### src/design/mdld_pkg.sv
// Package for the multiply/divide/logic opcode decoder.
// Assumes a byte-wide opcode stream from the fetch stage on one clock.
package mdld_pkg;

    // Opcode patterns (w/d/s bits masked out where they vary)
    localparam logic [7:0] OPC_GRP3 = 8'hF6;      // 1111011w
    localparam logic [7:0] OPC_SMUL_IMM = 8'h69;  // 011010s1
    localparam logic [7:0] OPC_AM = 8'hD4;
    localparam logic [7:0] OPC_AD = 8'hD5;
    localparam logic [7:0] OPC_ADJ_BASE = 8'h0A;
    localparam logic [7:0] OPC_SXB = 8'h98;
    localparam logic [7:0] OPC_SXW = 8'h99;
    localparam logic [7:0] OPC_AND = 8'h20;       // 001000dw
    localparam logic [7:0] OPC_OR = 8'h08;        // 000010dw
    localparam logic [7:0] OPC_TST = 8'h84;       // 1000010w
    localparam logic [7:0] OPC_TSTA = 8'hA8;      // 1010100w
    localparam logic [7:0] OPC_SH1 = 8'hD0;       // 1101000w
    localparam logic [7:0] OPC_SHCL = 8'hD2;      // 1101001w
    localparam logic [7:0] OPC_SHN = 8'hC0;       // 1100000w

    // Group reg-field codes
    localparam logic [2:0] REG_TEST = 3'h0;
    localparam logic [2:0] REG_SMUL = 3'h5;
    localparam logic [2:0] REG_DIV = 3'h6;
    localparam logic [2:0] REG_SDIV = 3'h7;

    // Clock counts: min and max, or a single fixed count
    localparam logic [6:0] CYC_SMUL_RB_MIN = 7'h19; // 25
    localparam logic [6:0] CYC_SMUL_RB_MAX = 7'h1C; // 28
    localparam logic [6:0] CYC_SMUL_RW_MIN = 7'h22; // 34
    localparam logic [6:0] CYC_SMUL_RW_MAX = 7'h25; // 37
    localparam logic [6:0] CYC_SMUL_MB_MIN = 7'h1F; // 31
    localparam logic [6:0] CYC_SMUL_MB_MAX = 7'h22; // 34
    localparam logic [6:0] CYC_SMUL_MW_MIN = 7'h28; // 40
    localparam logic [6:0] CYC_SMUL_MW_MAX = 7'h2B; // 43
    localparam logic [6:0] CYC_IMMI_R_MIN = 7'h16;  // 22
    localparam logic [6:0] CYC_IMMI_R_MAX = 7'h19;  // 25
    localparam logic [6:0] CYC_IMMI_M_MIN = 7'h1D;  // 29
    localparam logic [6:0] CYC_IMMI_M_MAX = 7'h20;  // 32
    localparam logic [6:0] CYC_DIV_RB = 7'h1D;      // 29
    localparam logic [6:0] CYC_DIV_RW = 7'h26;      // 38
    localparam logic [6:0] CYC_DIV_MB = 7'h23;      // 35
    localparam logic [6:0] CYC_DIV_MW = 7'h2C;      // 44
    localparam logic [6:0] CYC_SDIV_RB_MIN = 7'h2C; // 44
    localparam logic [6:0] CYC_SDIV_RB_MAX = 7'h34; // 52
    localparam logic [6:0] CYC_SDIV_RW_MIN = 7'h35; // 53
    localparam logic [6:0] CYC_SDIV_RW_MAX = 7'h3D; // 61
    localparam logic [6:0] CYC_SDIV_MB_MIN = 7'h32; // 50
    localparam logic [6:0] CYC_SDIV_MB_MAX = 7'h3A; // 58
    localparam logic [6:0] CYC_SDIV_MW_MIN = 7'h3B; // 59
    localparam logic [6:0] CYC_SDIV_MW_MAX = 7'h43; // 67
    localparam logic [6:0] CYC_ADJ_MUL = 7'h13;     // 19
    localparam logic [6:0] CYC_ADJ_DIV = 7'h0F;     // 15
    localparam logic [6:0] CYC_SXB = 7'h02;
    localparam logic [6:0] CYC_SXW = 7'h04;
    localparam logic [6:0] CYC_LOG_R = 7'h03;
    localparam logic [6:0] CYC_LOG_M = 7'h0A;       // 10
    localparam logic [6:0] CYC_TSTI_R = 7'h04;
    localparam logic [6:0] CYC_TSTI_M = 7'h0A;
    localparam logic [6:0] CYC_TSTA_MIN = 7'h03;
    localparam logic [6:0] CYC_TSTA_MAX = 7'h04;

    // Operations seen by the execution unit
    typedef enum logic [4:0] {
        MDLD_OP_NONE = 5'h00,
        MDLD_OP_SIGNED_MULTIPLY = 5'h01,
        MDLD_OP_SIGNED_MULTIPLY_IMM = 5'h02,
        MDLD_OP_UNSIGNED_DIVIDE = 5'h03,
        MDLD_OP_SIGNED_DIVIDE = 5'h04,
        MDLD_OP_DECIMAL_ADJUST_MULTIPLY = 5'h05,
        MDLD_OP_DECIMAL_ADJUST_DIVIDE = 5'h06,
        MDLD_OP_SIGN_EXTEND_BYTE = 5'h07,
        MDLD_OP_SIGN_EXTEND_WORD = 5'h08,
        MDLD_OP_AND = 5'h09,
        MDLD_OP_OR = 5'h0A,
        MDLD_OP_TEST_REG = 5'h0B,
        MDLD_OP_TEST_IMM = 5'h0C,
        MDLD_OP_TEST_ACC = 5'h0D,
        MDLD_OP_SHIFT = 5'h0E,
        MDLD_OP_ILLEGAL = 5'h1F
    } mdld_op_t;

    // Shift/rotate operation select
    typedef enum logic [2:0] {
        MDLD_SH_ROTATE_LEFT = 3'h0,
        MDLD_SH_ROTATE_RIGHT = 3'h1,
        MDLD_SH_ROTATE_LEFT_CARRY = 3'h2,
        MDLD_SH_ROTATE_RIGHT_CARRY = 3'h3,
        MDLD_SH_SHIFT_LEFT = 3'h4,
        MDLD_SH_LOGICAL_SHIFT_RIGHT = 3'h5,
        MDLD_SH_UNDEFINED = 3'h6,
        MDLD_SH_ARITH_SHIFT_RIGHT = 3'h7
    } mdld_shift_t;

    // Decoded instruction handed to execution
    typedef struct packed {
        mdld_op_t op;
        mdld_shift_t shift_op_select;
        logic wide;          // 16-bit operands
        logic mem;           // Memory operand (mod != 11)
        logic dir;           // d bit
        logic write_result;  // Clear for flags-only forms
        logic [1:0] imm_bytes;
        logic [6:0] cyc_min;
        logic [6:0] cyc_max;
    } mdld_dec_t;

endpackage : mdld_pkg

### src/design/mdld_decoder.sv
// Opcode decoder for multiply, divide, decimal adjust, sign extension,
// shift select and logic operations in register and memory forms.
// Assumes fetch presents one instruction byte per valid cycle and that
// execution drains each decoded result in the cycle it appears.
// How it works
// RL1: group opcode reg 101 is signed multiply, 25-28 byte, 34-37 word.
// RL2: 011010s1 is immediate signed multiply; second data byte only if s=0.
// RL3: group opcode reg 110 is unsigned divide, 29/38/35/44 clocks.
// RL4: group opcode reg 111 is signed divide with ranged clock counts.
// RL5: D4 then 0A is decimal adjust after multiply, 19 clocks.
// RL6: D5 then 0A is decimal adjust before divide, 15 clocks.
// RL7: 98 sign extends low accumulator byte to word in 2 clocks.
// RL8: 99 sign extends accumulator word into doubleword in 4 clocks.
// RL9: shift select 000-011 pick the four rotate operations.
// RL10: shift select 100/101/111 pick left, logical right, arith right.
// RL11: 001000dw is AND, 000010dw is OR; 3 register, 10 memory clocks.
// RL12: 1000010w is flags-only test, no result written, 3 or 10 clocks.
// RL13: group reg 000 is immediate test 4/10; 1010100w accumulator 3/4.
// RL14: w bit set means 16-bit operands, clear means 8-bit.
// RL15: shift select 110 is flagged undefined and never executed.
`timescale 1ns/1ps

module mdld_decoder (
    input wire logic sys_clk_i,         // 20 MHz core clock
    input wire logic rst_b_i,           // Async reset, active low
    input wire logic byte_valid_i,      // Fetch byte present
    input wire logic [7:0] byte_i,      // Instruction byte
    output logic byte_ready_o,          // Decoder takes the byte
    output logic dec_valid_o,           // Decoded result, one cycle
    output mdld_pkg::mdld_dec_t dec_o,  // Decoded fields
    output logic illegal_o              // Unknown or undefined form
);
    import mdld_pkg::*;

    typedef enum logic [1:0] {
        MDLD_ST_OPC = 2'h0,
        MDLD_ST_MODRM = 2'h1,
        MDLD_ST_ADJ = 2'h2
    } mdld_state_t;

    mdld_state_t state_q, state_d;
    logic [7:0] opc_q, opc_d;
    logic dec_valid_q, dec_valid_d;
    mdld_dec_t dec_q, dec_d;
    logic illegal_q, illegal_d;

    // Cycle window picked by operand width and location
    function automatic logic [13:0] pick4(input logic wide,
            input logic mem, input logic [13:0] rb, input logic [13:0] rw,
            input logic [13:0] mb, input logic [13:0] mw);
        logic [13:0] r;
        r = mem ? (wide ? mw : mb) : (wide ? rw : rb);
        return r;
    endfunction : pick4

    // Fetch is never stalled: every byte is decoded in one cycle
    assign byte_ready_o = 1'b1;

    // Next-state and decode
    always_comb begin
        logic [2:0] regf;
        logic mem;
        logic [13:0] cy;
        regf = byte_i[5:3];
        mem = (byte_i[7:6] != 2'h3);
        cy = 14'h0000;
        state_d = state_q;
        opc_d = opc_q;
        dec_valid_d = 1'b0;
        dec_d = dec_q;
        illegal_d = 1'b0;
        if (byte_valid_i) begin
            dec_d = '0;
            dec_d.write_result = 1'b1;
            case (state_q)
                MDLD_ST_OPC: begin
                    opc_d = byte_i;
                    dec_d.wide = byte_i[0];  // RL14
                    dec_d.dir = byte_i[1];
                    if ({byte_i[7:1], 1'b0} == OPC_GRP3 ||
                        {byte_i[7:2], 2'b01} == OPC_SMUL_IMM ||
                        {byte_i[7:2], 2'b00} == OPC_AND ||
                        {byte_i[7:2], 2'b00} == OPC_OR ||
                        {byte_i[7:1], 1'b0} == OPC_TST ||
                        {byte_i[7:1], 1'b0} == OPC_SH1 ||
                        {byte_i[7:1], 1'b0} == OPC_SHCL ||
                        {byte_i[7:1], 1'b0} == OPC_SHN) begin
                        state_d = MDLD_ST_MODRM;
                    end else if (byte_i == OPC_AM || byte_i == OPC_AD) begin
                        state_d = MDLD_ST_ADJ;
                    end else begin
                        dec_valid_d = 1'b1;
                        if (byte_i == OPC_SXB) begin
                            dec_d.op = MDLD_OP_SIGN_EXTEND_BYTE;  // RL7
                            dec_d.wide = 1'b1;
                            cy = {CYC_SXB, CYC_SXB};
                        end else if (byte_i == OPC_SXW) begin
                            dec_d.op = MDLD_OP_SIGN_EXTEND_WORD;  // RL8
                            dec_d.wide = 1'b1;
                            cy = {CYC_SXW, CYC_SXW};
                        end else if ({byte_i[7:1], 1'b0} == OPC_TSTA) begin
                            dec_d.op = MDLD_OP_TEST_ACC;  // RL13
                            dec_d.write_result = 1'b0;
                            dec_d.imm_bytes = byte_i[0] ? 2'h2 : 2'h1;
                            cy = {CYC_TSTA_MIN, CYC_TSTA_MAX};
                        end else begin
                            dec_d.op = MDLD_OP_ILLEGAL;
                            dec_d.write_result = 1'b0;
                            illegal_d = 1'b1;
                        end
                    end
                end
                MDLD_ST_ADJ: begin
                    state_d = MDLD_ST_OPC;
                    dec_valid_d = 1'b1;
                    dec_d.wide = 1'b0;
                    if (byte_i != OPC_ADJ_BASE) begin
                        // Only base ten is decoded; other bases are refused
                        dec_d.op = MDLD_OP_ILLEGAL;
                        dec_d.write_result = 1'b0;
                        illegal_d = 1'b1;
                    end else if (opc_q == OPC_AM) begin
                        dec_d.op = MDLD_OP_DECIMAL_ADJUST_MULTIPLY;  // RL5
                        cy = {CYC_ADJ_MUL, CYC_ADJ_MUL};
                    end else begin
                        dec_d.op = MDLD_OP_DECIMAL_ADJUST_DIVIDE;  // RL6
                        cy = {CYC_ADJ_DIV, CYC_ADJ_DIV};
                    end
                end
                MDLD_ST_MODRM: begin
                    state_d = MDLD_ST_OPC;
                    dec_valid_d = 1'b1;
                    dec_d.mem = mem;
                    dec_d.wide = opc_q[0];  // RL14
                    dec_d.dir = opc_q[1];
                    if ({opc_q[7:2], 2'b01} == OPC_SMUL_IMM) begin
                        // Operand is always a word here; s=0 adds a byte
                        dec_d.op = MDLD_OP_SIGNED_MULTIPLY_IMM;  // RL2
                        dec_d.wide = 1'b1;
                        dec_d.dir = 1'b0;
                        dec_d.imm_bytes = opc_q[1] ? 2'h1 : 2'h2;  // RL2
                        cy = mem ? {CYC_IMMI_M_MIN, CYC_IMMI_M_MAX}
                                 : {CYC_IMMI_R_MIN, CYC_IMMI_R_MAX};
                    end else if ({opc_q[7:2], 2'b00} == OPC_AND) begin
                        dec_d.op = MDLD_OP_AND;  // RL11
                        cy = mem ? {CYC_LOG_M, CYC_LOG_M}
                                 : {CYC_LOG_R, CYC_LOG_R};
                    end else if ({opc_q[7:2], 2'b00} == OPC_OR) begin
                        dec_d.op = MDLD_OP_OR;  // RL11
                        cy = mem ? {CYC_LOG_M, CYC_LOG_M}
                                 : {CYC_LOG_R, CYC_LOG_R};
                    end else if ({opc_q[7:1], 1'b0} == OPC_TST) begin
                        dec_d.op = MDLD_OP_TEST_REG;  // RL12
                        dec_d.write_result = 1'b0;  // RL12
                        cy = mem ? {CYC_LOG_M, CYC_LOG_M}
                                 : {CYC_LOG_R, CYC_LOG_R};
                    end else if ({opc_q[7:1], 1'b0} == OPC_GRP3) begin
                        dec_d.dir = 1'b0;
                        case (regf)
                            REG_TEST: begin
                                dec_d.op = MDLD_OP_TEST_IMM;  // RL13
                                dec_d.write_result = 1'b0;
                                dec_d.imm_bytes = opc_q[0] ? 2'h2 : 2'h1;
                                cy = mem ? {CYC_TSTI_M, CYC_TSTI_M}
                                         : {CYC_TSTI_R, CYC_TSTI_R};
                            end
                            REG_SMUL: begin
                                dec_d.op = MDLD_OP_SIGNED_MULTIPLY;  // RL1
                                cy = pick4(opc_q[0], mem,
                                    {CYC_SMUL_RB_MIN, CYC_SMUL_RB_MAX},
                                    {CYC_SMUL_RW_MIN, CYC_SMUL_RW_MAX},
                                    {CYC_SMUL_MB_MIN, CYC_SMUL_MB_MAX},
                                    {CYC_SMUL_MW_MIN, CYC_SMUL_MW_MAX});
                            end
                            REG_DIV: begin
                                dec_d.op = MDLD_OP_UNSIGNED_DIVIDE;  // RL3
                                cy = pick4(opc_q[0], mem,
                                    {CYC_DIV_RB, CYC_DIV_RB},
                                    {CYC_DIV_RW, CYC_DIV_RW},
                                    {CYC_DIV_MB, CYC_DIV_MB},
                                    {CYC_DIV_MW, CYC_DIV_MW});
                            end
                            REG_SDIV: begin
                                dec_d.op = MDLD_OP_SIGNED_DIVIDE;  // RL4
                                cy = pick4(opc_q[0], mem,
                                    {CYC_SDIV_RB_MIN, CYC_SDIV_RB_MAX},
                                    {CYC_SDIV_RW_MIN, CYC_SDIV_RW_MAX},
                                    {CYC_SDIV_MB_MIN, CYC_SDIV_MB_MAX},
                                    {CYC_SDIV_MW_MIN, CYC_SDIV_MW_MAX});
                            end
                            default: begin
                                // Other group members belong to another unit
                                dec_d.op = MDLD_OP_NONE;
                                dec_d.write_result = 1'b0;
                            end
                        endcase
                    end else begin
                        // Shift group: timing lives with the shifter
                        dec_d.op = MDLD_OP_SHIFT;
                        dec_d.shift_op_select = mdld_shift_t'(regf);  // RL9
                        dec_d.imm_bytes =
                            ({opc_q[7:1], 1'b0} == OPC_SHN) ? 2'h1 : 2'h0;
                        if (regf == 3'h6) begin
                            // Undefined select is refused, never executed
                            dec_d.op = MDLD_OP_ILLEGAL;  // RL15
                            dec_d.shift_op_select = MDLD_SH_UNDEFINED;
                            dec_d.write_result = 1'b0;
                            illegal_d = 1'b1;  // RL15
                        end else if (regf[2]) begin
                            dec_d.shift_op_select = mdld_shift_t'(regf);  // RL10
                        end
                    end
                end
                default: begin
                    state_d = MDLD_ST_OPC;
                end
            endcase
            dec_d.cyc_min = cy[13:7];
            dec_d.cyc_max = cy[6:0];
        end
    end

    // State registers
    always_ff @(posedge sys_clk_i or negedge rst_b_i) begin
        if (!rst_b_i) begin
            state_q <= MDLD_ST_OPC;
            opc_q <= 8'h00;
            dec_valid_q <= 1'b0;
            dec_q <= '0;
            illegal_q <= 1'b0;
        end else begin
            state_q <= state_d;
            opc_q <= opc_d;
            dec_valid_q <= dec_valid_d;
            dec_q <= dec_d;
            illegal_q <= illegal_d;
        end
    end

    assign dec_valid_o = dec_valid_q;
    assign dec_o = dec_q;
    assign illegal_o = illegal_q;

endmodule : mdld_decoder

### config.mk
export PLATFORM = sky130hd
export DESIGN_NAME = mdld_decoder
export DESIGN_NICKNAME = d
export VERILOG_FILES = /design/src/design/mdld_pkg.sv /design/src/design/mdld_decoder.sv
export SDC_FILE = /design/constraint.sdc
export NUM_CORES = 1
export LEC_CHECK = 0
export CELL_PAD_IN_SITES_DETAIL_PLACEMENT = 2
export CELL_PAD_IN_SITES_GLOBAL_PLACEMENT = 2
export CORE_MARGIN = 3
export CORE_UTILIZATION = 41
export CTS_CLUSTER_DIAMETER = 150
export DETAILED_ROUTE_END_ITERATION = 8
export DONT_BUFFER_PORTS = 1
export PLACE_DENSITY_LB_ADDON = 0.08
export SLEW_MARGIN = 20
export SYNTH_ARGS = -nofsm -noshare
export SYNTH_HDL_FRONTEND = slang
export SYNTH_SLANG_ARGS = --single-unit
### constraint.sdc
create_clock -name sys_clk_i -period 3.3 [get_ports sys_clk_i]
set_clock_uncertainty 0.15 [all_clocks]
set_input_delay 0.165 -clock sys_clk_i [delete_from_list [all_inputs] [get_ports sys_clk_i]]
set_output_delay 0.165 -clock sys_clk_i [all_outputs]
set_load 0.01 [all_outputs]
==> metrics.cfg, run 1 <==
[outcome]
outcome=finished clean

[routing]
first_iter_violations=192
drt_pre_antenna_iters=4
drc_errors=0
wl_per_cell_um=26.58
routed_via_density=6.800
drt-total-wl_um=10630
ant_nets=0
vias=2720

[clock_tree]
cts-root-buf=clkbuf_8
cts.repair.resized=0
cts_buffer_depth=2
clkTransAtPathRegs_ns=0.09
clock_latency_ns=0.30
htree_levels=2
post_cts_buffers=0
cts_tree=built
cts_made_buffers=5
cts.sinks=39

[die]
fp.dieH_um=89.16
die_area_um2=7949
die_x_um=89.16
core.rowCount=29
start_util_pct=43.41
ios=42
coreArea_um2=6531

[placed_design]
io_buffers=0
preCtsSetupSlack_ns=0.8778
dp_hpwl_um=7493
place.gp.congestion=0.8905
placed_cells=379

[synth]
synth_async_sr_flop_share_pct=100.0
synth_edf_count=0
synth_common_cells=39 x dfrtp_1, 30 x nand2_1, 20 x nor2_1, 19 x nand3_1, 18 x o21ai_0
yosysTopAreaCell=dfrtp_1
yosys_warnings=0
synth_cells=329
syn_area_per_cell_um2=8.618
synth.top_cells.by_area=dfrtp_1 34%, nand2_1 4.0%, ha_1 3.5%, nand3_1 3.4%, o21ai_0 3.2%
yosysMostFrequentCell=dfrtp_1
yosysSeqAreaShare_pct=34.42
yosysTopAreaCellShare_pct=34.42
synthFlopType=dfrtp_1
synth_cell_types=71
syn_nets=348
netlist_area_um2=2835
synth-seq-cells=39

[global_route]
track_usage_pct=28.42
grt_pass1_vias=2785
grt_antenna_before_repair=0
grt_max_degree=40
grt_pass1_wl_um=16690
grt.overflow.total=0

[timing]
worst_pin_slew_ns=0.9927
worst_slack_ns=0.8549
hold_violations=0
finalCriticalPeriod_ns=2.445
max_slew_margin_pct=33.21
fin_crit_sh_pct=74.09
slew_violations=0
rsz0062_at_grt=false
setup_viol=0
tns_ns=0
fmax_mhz=409.0

[critical_path]
worstSetupStartpointType=flop
max_stage_delay_ns=0.57
crit_arrival_ns=2.53
slowest_stage=dlygate4sd3_1
critical_path_required_ns=3.39
crit_buf_inv=1
path_delay_family=simple AND/OR/NAND/NOR gates
critPathKind=reg -> reg
crit_path_end_kind=flop
worstPathCellList=nor3_4 > and4_1 > o21ai_0 > a41oi_1 > dlygate4sd3_1
critPathMaxFanout=8

[cells_and_area]
finish.utilization_pct=46.23
layout.cells.non_filler=400
layout-drive-gt1-share_pct=9.288
num_antenna_cells=0
area_delta_synth_final_pct=6.487
layout.nets=341

[power_and_ir_drop]
power.leakage_nw=1.228
finalPower_w=0.001898
powerDensity_nw_per_um2=628.6
irDropWorstVdd_uv=309.7

[min_path]
hold_class=in -> reg

[run]
maxCapViolCount=0

-- flip-flops by register name, indices dropped and copies added, names as in the netlist --
name / cells
opc_q: 8
dec_valid_o: 1
state_q: 2
illegal_o: 1
dec_o: 27
-- through the flow --
stage	instance area, µm²	hold slack [ns]
finish	3019	0.01470
global route	3019	0.02901
CTS	3009	0.001958
detailed placement	2795	-0.2795
global placement	2795	-0.2797
floorplan	2835	-0.2806
-- logic make-up (layout without fill, tap and decap cells) --
family	count (synthesis)	count (layout)	share of synthesized area, %
buf+inv	46	40	7.855
xor+xnor	4	4	1.236
simple gates	128	128	25.38
compound gates	96	96	24.98
flops	39	39	34.42
mux	6	6	2.339
fa+ha+maj	8	8	3.531
other cells	2	2	0.2649
-- repair_timing --
action                                  CTS  global route
endpoints found under the setup margin    0             0
hold endpoints to repair                 62             1
hold buffers                             12             1
-- report_power, final --
part / internal, W / total, W / leakage [nW] / switching (W)
registers: 0.000606 / 0.000843 / 0.503 / 0.000237
clock network: 0.000145 / 0.000332 / 0.0477 / 0.000187
logic: 0.000294 / 0.000722 / 0.678 / 0.000428
-- cells in the final DEF (no fill, tap or decap), types with 5 or more instances in the layout --
| cell type | netlist | routed |
|---|---|---|
| dfrtp_1 | 39 | 39 |
| nand4_1 | 9 | 9 |
| nor2b_1 | 5 | 5 |
| nand2_1 | 30 | 30 |
| o211ai_1 | 5 | 5 |
| mux2_2 | 5 | 5 |
| o221ai_1 | 5 | 5 |
| inv_1 | 13 | 13 |
| clkbuf_8 | 0 | 5 |
| nor3b_1 | 5 | 5 |
| nand3_1 | 19 | 19 |
| nor3_1 | 6 | 6 |
| dlygate4sd3_1 | 0 | 12 |
| nor2_1 | 20 | 20 |
| a21oi_1 | 15 | 15 |
| o21ai_0 | 18 | 18 |
| ha_1 | 8 | 8 |
-- final timing paths --
kind | start | to | slack, ns | cells past startpoint
max reg2reg | opc_q[2] | dec_o[19] | 0.85 | 5
min in group asynchronous | rst_b_i | dec_o[26] | 0.20 | 2
min | byte_i[7] | dec_o[12] | 0.01 | 3
min reg2reg | dec_o[12] | dec_o[12] | 0.41 | 1
max in group asynchronous | rst_b_i | dec_o[4] | 2.57 | 2
max | opc_q[2] | dec_o[19] | 0.85 | 5
-- layout make-up --
type | instances | area (µm²)
fillers | 732 | 3512
multi-input cells | 244 | 1637
flip-flops and latches | 39 | 975.9
repair buffers | 17 | 170.2
well taps | 77 | 96.34
clock buffers | 5 | 68.82
inverters | 15 | 56.30
clock inverters | 3 | 15.01
-- worst reg2reg max path, stage by stage (launching register included) --
cell           delay (ns)
dfrtp_1              0.50
nor3_4               0.39
and4_1               0.41
o21ai_0              0.15
a41oi_1              0.22
dlygate4sd3_1        0.57
-- routing by layer --
layer	vias up	share of wire, %	wire, µm	GRT usage, %
met4	0	2.1	223	8.119
met5	-	0	0	0
li1	1211	-	-	-
met3	17	5.8	622	4.793
met1	1405	45	4823	39.34
met2	87	47	4964	45.55
Note: power is estimated with default switching activity, not from simulation.
==> inputs of run 2 (changes only) <==
- ABC_AREA: default -> 1
- CORE_UTILIZATION: 41 -> 34
- clock period: 3.3 -> 2.3 ns (I/O delays scaled with it)
==> run 2 against run 1 <==
Compared with the run above:
- non-clock buffer count up 1
- synthesized cell count up 32%
- wire length up 3.9%
- design area up 3.5%
- critical path type is now in -> reg
- largest cell class unchanged
- highest routed layer unchanged
==> metrics.cfg, run 2 <==
[outcome]
outcome=finished clean

[cells_and_area]
multi_input_area_um2=1592  ; -2.8%
num_antenna_cells=0  ; unchanged
largest_register_ffs=27  ; unchanged
regArea_um2=975.9  ; unchanged
layout_commonest_cell=nand2_1
layout-drive-gt1-share_pct=6.250  ; -3.0 points
mostFrequentLayoutCells=166 x nand2_1, 44 x inv_1, 39 x dfrtp_1
stdcell_area_um2=3126  ; +3.5%
layout.nets=466  ; +37%
area_delta_synth_final_pct=11.42
fillCellCount=960  ; +31%

[global_route]
grt_pass1_vias=3230  ; +16%
grt_pass1_wl_um=17880  ; +7.1%
track_usage_pct=24.05  ; -4.4 points
grt_max_degree=40  ; unchanged
grt_antenna_before_repair=0  ; unchanged
grt.overflow.total=0  ; unchanged

[synth]
synth-seq-cells=39  ; unchanged
synthFlopType=dfrtp_1
yosysTopAreaCellShare_pct=34.79  ; +0.37 points
synth_cell_types=31  ; -56%
yosysSeqAreaShare_pct=34.79  ; +0.37 points
synth_async_sr_flop_share_pct=100.0  ; unchanged
yosysMostFrequentCell=nand2_1
syn_area_per_cell_um2=6.449  ; -25%
netlist_area_um2=2805  ; -1.1%
yosys_warnings=0  ; unchanged
synth_common_cells=166 x nand2_1, 44 x inv_1, 39 x dfrtp_1, 38 x nor2_1, 37 x nand3_1
syn_nets=454  ; +30%
synth.top_cells.by_area=dfrtp_1 35%, nand2_1 22%, nand3_1 6.6%, inv_1 5.9%, o21ai_0 5.2%
synth_edf_count=0  ; unchanged
synth_cells=435  ; +32%
yosysTopAreaCell=dfrtp_1

[clock_tree]
clock_latency_ns=0.30  ; about the same
post_cts_buffers=0  ; unchanged
cts_made_buffers=5  ; unchanged
cts_buffer_depth=2  ; unchanged
cts-root-buf=clkbuf_8
clkTransAtPathRegs_ns=0.09  ; about the same
htree_levels=2  ; unchanged
cts_tree=built
cts.sinks=39  ; unchanged

[die]
die_x_um=96.83  ; +8.6%
ios=42  ; unchanged
die_area_um2=9376  ; +18%
coreArea_um2=7848  ; +20%
start_util_pct=35.75  ; -7.7 points
fp.dieH_um=96.83  ; +8.6%
core.rowCount=32  ; +10%

[power_and_ir_drop]
powerDensity_nw_per_um2=795.6  ; +27%
irDropWorstVdd_uv=330.1  ; +6.6%
power.leakage_nw=1.658  ; +35%

[timing]
setup_viol=0  ; unchanged
worst_pin_slew_ns=0.5910  ; -0.4017 ns
tns_ns=0  ; unchanged
max_slew_margin_pct=60.30  ; +27 points
fmax_mhz=472.7
fin_crit_sh_pct=91.98
slew_violations=0  ; unchanged
finalCriticalPeriod_ns=2.116
hold_violations=0  ; unchanged
rsz0062_at_grt=false

[placed_design]
dp_hpwl_um=8354  ; +11%
postPlaceCellArea_um2=2917  ; +4.3%
place.gp.congestion=0.8855  ; -0.56%
io_buffers=0  ; unchanged

[critical_path]
crit_path_end_kind=flop
worstPathCellList=dlygate4sd3_1 > inv_1 > nand3_1 > nor3_1 > nand2_1 > o21ai_0 > nand2_1 > nand2_1
critical_path_required_ns=2.40  ; -0.99 ns
critPathMaxFanout=9  ; +1
startpoint=byte_i[4]
slowest_stage=dlygate4sd3_1
timing.rr.start=opc_q[4]
crit_arrival_ns=2.21  ; -0.32 ns
critPathKind=in -> reg
cp_common_cell=nand2_1
worstSetupStartpointType=primary input
max_stage_delay_ns=0.58  ; about the same

[routing]
routed_via_density=5.391  ; -21%
first_iter_violations=154  ; -20%
drt_pre_antenna_iters=4  ; unchanged
vias=2965  ; +9.0%
drt-total-wl_um=11040  ; +3.9%
ant_nets=0  ; unchanged
drc_errors=0  ; unchanged
wl_per_cell_um=20.08  ; -24%

[min_path]
holdCritStartpoint=byte_i[4]
hold_class=in -> reg

[run]
maxCapViolCount=0  ; unchanged

[run 2: cell count changes in the layout (fill, tap and decap cells not counted), sizes merged, moves of 5 or more]
cell,previous run,this run
mux2,5,0
a21oi,15,20
o21ai,18,29
nor2,21,41
nand2,30,167
o221ai,5,0
nand3,19,38
inv,14,45
nor2b,5,0
[run 2: layer usage]
| layer | routed length [µm] | global-route usage, % |
|---|---|---|
| met4 | 268 | 7.235 |
| met1 | 5185 | 32.51 |
| met2 | 5093 | 38.80 |
| met3 | 495 | 4.758 |
| met5 | 0 | 0 |
[run 2: critical path: cells and delay by family]
kind | cells | cell delay [ns]
buf+inv | 2 | 0.69
simple gates | 5 | 1.15
compound gates | 1 | 0.27
[run 2: logic make-up after synthesis]
kind of cell / Yosys count / synth area share, %
fa+ha+maj: 8 / 3.568
other cells: 2 / 0.2677
compound gates: 56 / 11.02
buf+inv: 58 / 8.474
flops: 39 / 34.79
simple gates: 272 / 41.88
[run 2: where the power goes]
part | internal, W | leakage [nW] | switching [W] | total [W]
registers | 0.000839 | 0.508 | 0.000212 | 0.00105
clock network | 0.000212 | 0.0402 | 0.000280 | 0.000492
logic | 0.000289 | 1.11 | 0.000655 | 0.000944
total | 0.00134 | 1.66 | 0.00115 | 0.00249
[run 2: layout make-up]
type                       instances  area share, %
multi-input combinational        338          50.92
clock buffer                       5          2.202
sequential                        39          31.22
clock inverter                     3         0.6405
timing repair buffer              18          5.524
inverter                          45          5.404
tap                              102          4.083
[run 2: per-stage QoR]
step / utilization (%) / hold WS, ns / worst slack, ns / std cells / power, W
6_report: 39.83 / 0.04497 / 0.1845 / 550 / 0.002487
3_5_place_dp: 37.17 / -0.3284 / 0.2364 / 531 / 0.001958
5_1_grt: 39.83 / 0.08848 / 0.06124 / 550 / 0.002699
2_1_floorplan: - / -0.3306 / 0.4495 / 435 / 0.001651
4_1_cts: 39.83 / 0.02554 / 0.2226 / 550 / 0.002501
3_3_place_gp: 37.17 / -0.3286 / 0.3086 / 531 / 0.001924
[run 2: what timing repair did]
item,in CTS,in global routing
hold buffers,11,0
hold endpoints to repair,57,0
setup endpoints to repair,0,0
gates resized for setup,0,0
[run 2: worst paths after layout]
path,end,slack [ns],cells after the start
worst max-delay path,dec_o[14],0.18,8
worst min-delay path,state_q[1],0.04,2
worst max register to register,dec_o[26],0.19,10
worst min register to register,dec_o[8],0.40,2
max in group asynchronous,dec_o[27],1.60,2
min in group asynchronous,opc_q[1],0.19,2
==> inputs of run 3 (changes only) <==
- CELL_PAD_IN_SITES_DETAIL_PLACEMENT: 2 -> 0
==> run 3 against run 2 <==
Compared with the run above:
- flip-flop and latch count unchanged
- via count decreased by 4.0%
- global-route usage decreased by 4.0 points
- largest cell class unchanged
- total power increased by 1.9%
- highest routed layer unchanged
- critical path depth increased by 2
- cell count unchanged
- non-clock buffer count unchanged
- worst hold slack got worse by 0.010 ns
- worst setup slack improved by 0.12 ns
- design area increased by 0.76%
- fmax increased by 6.2%
==> metrics.cfg, run 3 (same netlist as run 2, synthesis figures left out) <==
[power_and_ir_drop]
clockPowerShare_pct=23.5  ; +3.7 points
irDropWorstVdd_uv=321.1  ; -2.7%
powerDensity_nw_per_um2=804.7  ; +1.1%
combinationalPowerShare_pct=35.2  ; -2.7 points
finalPower_w=0.002534  ; +1.9%
power.internal_w=0.001451  ; +8.3%
power.leakage_nw=1.676  ; +1.1%
p_sw_share_pct=42.76  ; -3.4 points
power_frac_seq_pct=41.3  ; -1.0 points
p_sw_w=0.001084  ; -5.5%

[critical_path]
cp_common_cell=nand2_1
crit_buf_inv=3  ; +1
crit_path_end_kind=flop
critPathKind=reg -> reg
max_stage_delay_ns=0.45  ; -0.13 ns
path_delay_family=simple AND/OR/NAND/NOR gates
critPathMaxFanout=10  ; +1
worstSetupStartpointType=flop
worstPathCellList=inv_1 > nand2_1 > inv_1 > nand4_2 > nand2_1 > inv_1 > a21oi_1 > nand2_1 > nand2_1 > nand2_1
slowest_stage=dfrtp_1
crit_arrival_ns=2.04  ; -0.17 ns
critical_path_required_ns=2.34  ; -0.06 ns

[cells_and_area]
fillCellCount=888  ; -7.5%
area_delta_synth_final_pct=12.27
num_antenna_cells=0  ; unchanged
mostFrequentLayoutCells=166 x nand2_1, 44 x inv_1, 39 x dfrtp_1
largest_register_ffs=27  ; unchanged
layout.nets=466  ; unchanged
layout-drive-gt1-share_pct=6.250  ; unchanged
stdcell_area_um2=3149  ; +0.76%
layout_commonest_cell=nand2_1

[outcome]
outcome=finished clean

[clock_tree]
cts-root-buf=clkbuf_8
holdBufCountCts=11  ; unchanged
cts_made_buffers=5  ; unchanged
clkTransAtPathRegs_ns=0.09  ; about the same
htree_levels=2  ; unchanged
post_cts_buffers=0  ; unchanged
cts.repair.resized=0  ; unchanged
clock_latency_ns=0.30  ; about the same
cts_tree=built
cts_buffer_depth=2  ; unchanged
cts.sinks=39  ; unchanged

[die]
die_x_um=96.83  ; unchanged
core.rowCount=32  ; unchanged
fp.dieH_um=96.83  ; unchanged
start_util_pct=35.75  ; unchanged
ios=42  ; unchanged
die_area_um2=9376  ; unchanged
coreArea_um2=7848  ; unchanged

[routing]
dr_wl_met2_um=4029  ; -21%
drt-met1-wl_um=4500  ; -13%
ant_nets=0  ; unchanged
top_layer=met4
wl_per_cell_um=16.93  ; -16%
routed_via_density=5.176  ; -4.0%
drt_pre_antenna_iters=5  ; +1
met3_length_um=586  ; +18%
drt-total-wl_um=9311  ; -16%
drc_errors=0  ; unchanged
vias=2847  ; -4.0%
first_iter_violations=228  ; +48%

[timing]
max_slew_margin_pct=60.64  ; +0.34 points
slew_violations=0  ; unchanged
setup_viol=0  ; unchanged
whs_ns=0.03487  ; -0.01010 ns
hold_violations=0  ; unchanged
finalCriticalPeriod_ns=1.991  ; -0.1244 ns
tns_ns=0  ; unchanged
fmax_mhz=502.2  ; +6.2%
rsz0062_at_grt=false
fin_crit_sh_pct=86.57  ; -5.4 points
worst_pin_slew_ns=0.5859  ; -0.005059 ns

[placed_design]
io_buffers=0  ; unchanged
place.gp.congestion=0.8855  ; unchanged
postPlaceCellArea_um2=2917  ; unchanged
dp_hpwl_um=7231  ; -13%

[global_route]
grt_pass1_wl_um=15150  ; -15%
grt.overflow.total=0  ; unchanged
grt_pass1_vias=2824  ; -13%
grt_max_degree=40  ; unchanged
grt_antenna_before_repair=0  ; unchanged
track_usage_pct=20.09  ; -4.0 points

[run]
maxCapViolCount=0  ; unchanged

[min_path]
hold_class=in -> reg

[run 3: changes by cell type in the layout (fill, tap and decap cells not counted)]
cell / previous run / this run
bufinv_16: 0 / 1
clkinv_4: 0 / 1
clkinvlp_4: 2 / 0
[run 3: worst min-delay path, cell delays in order]
cell     delay [ns]
nand2_1        0.06
nor2_1         0.11
nand4_1        0.10
o21ai_0        0.06
[run 3: power groups by stage]
| stage | Sequential (W) | Clock [W] | Combinational, W |
|---|---|---|---|
| floorplan | 0.000998 | 0 | 0.000654 |
| global placement | 0.00106 | 0 | 0.000863 |
| detailed placement | 0.00106 | 0 | 0.000855 |
| CTS | 0.00105 | 0.000611 | 0.000895 |
| global route | 0.00107 | 0.000646 | 0.00102 |
| finish | 0.00105 | 0.000596 | 0.000892 |
[run 3: metrics by stage]
| step | worst slack (ns) | std cells | util [%] |
|---|---|---|---|
| floorplan | 0.4495 | 435 | - |
| global placement | 0.3086 | 531 | 37.17 |
| detailed placement | 0.3276 | 531 | 37.17 |
| CTS | 0.3127 | 550 | 40.13 |
| global route | 0.1155 | 550 | 40.13 |
| finish | 0.3088 | 550 | 40.13 |
[run 3: worst paths after layout]
kind                                 from        end  slack [ns]  cells after the start
worst min-delay path            byte_i[3]   dec_o[6]        0.03                      4
max in group asynchronous         rst_b_i   opc_q[5]        1.66                      2
min in group asynchronous         rst_b_i  dec_o[18]        0.11                      2
worst min register to register   opc_q[3]   opc_q[3]        0.40                      2
worst max register to register   opc_q[4]  dec_o[26]        0.31                     10
worst max-delay path             opc_q[4]  dec_o[26]        0.31                     10
[run 3: cell type report]
cell class / count / area [µm²] / share of cell area [%]
multi-input combinational: 338 / 1592 / 50.54
sequential: 39 / 975.9 / 30.99
timing repair buffer: 18 / 172.7 / 5.483
inverter: 45 / 168.9 / 5.364
tap: 102 / 127.6 / 4.052
clock buffer: 5 / 68.82 / 2.185
clock inverter: 3 / 43.79 / 1.391
[run 3: layer usage]
metal,track usage (%),vias up
met5,0,-
met4,5.832,0
met3,4.326,13
met2,30.31,83
met1,28.83,1336
li1,-,1415
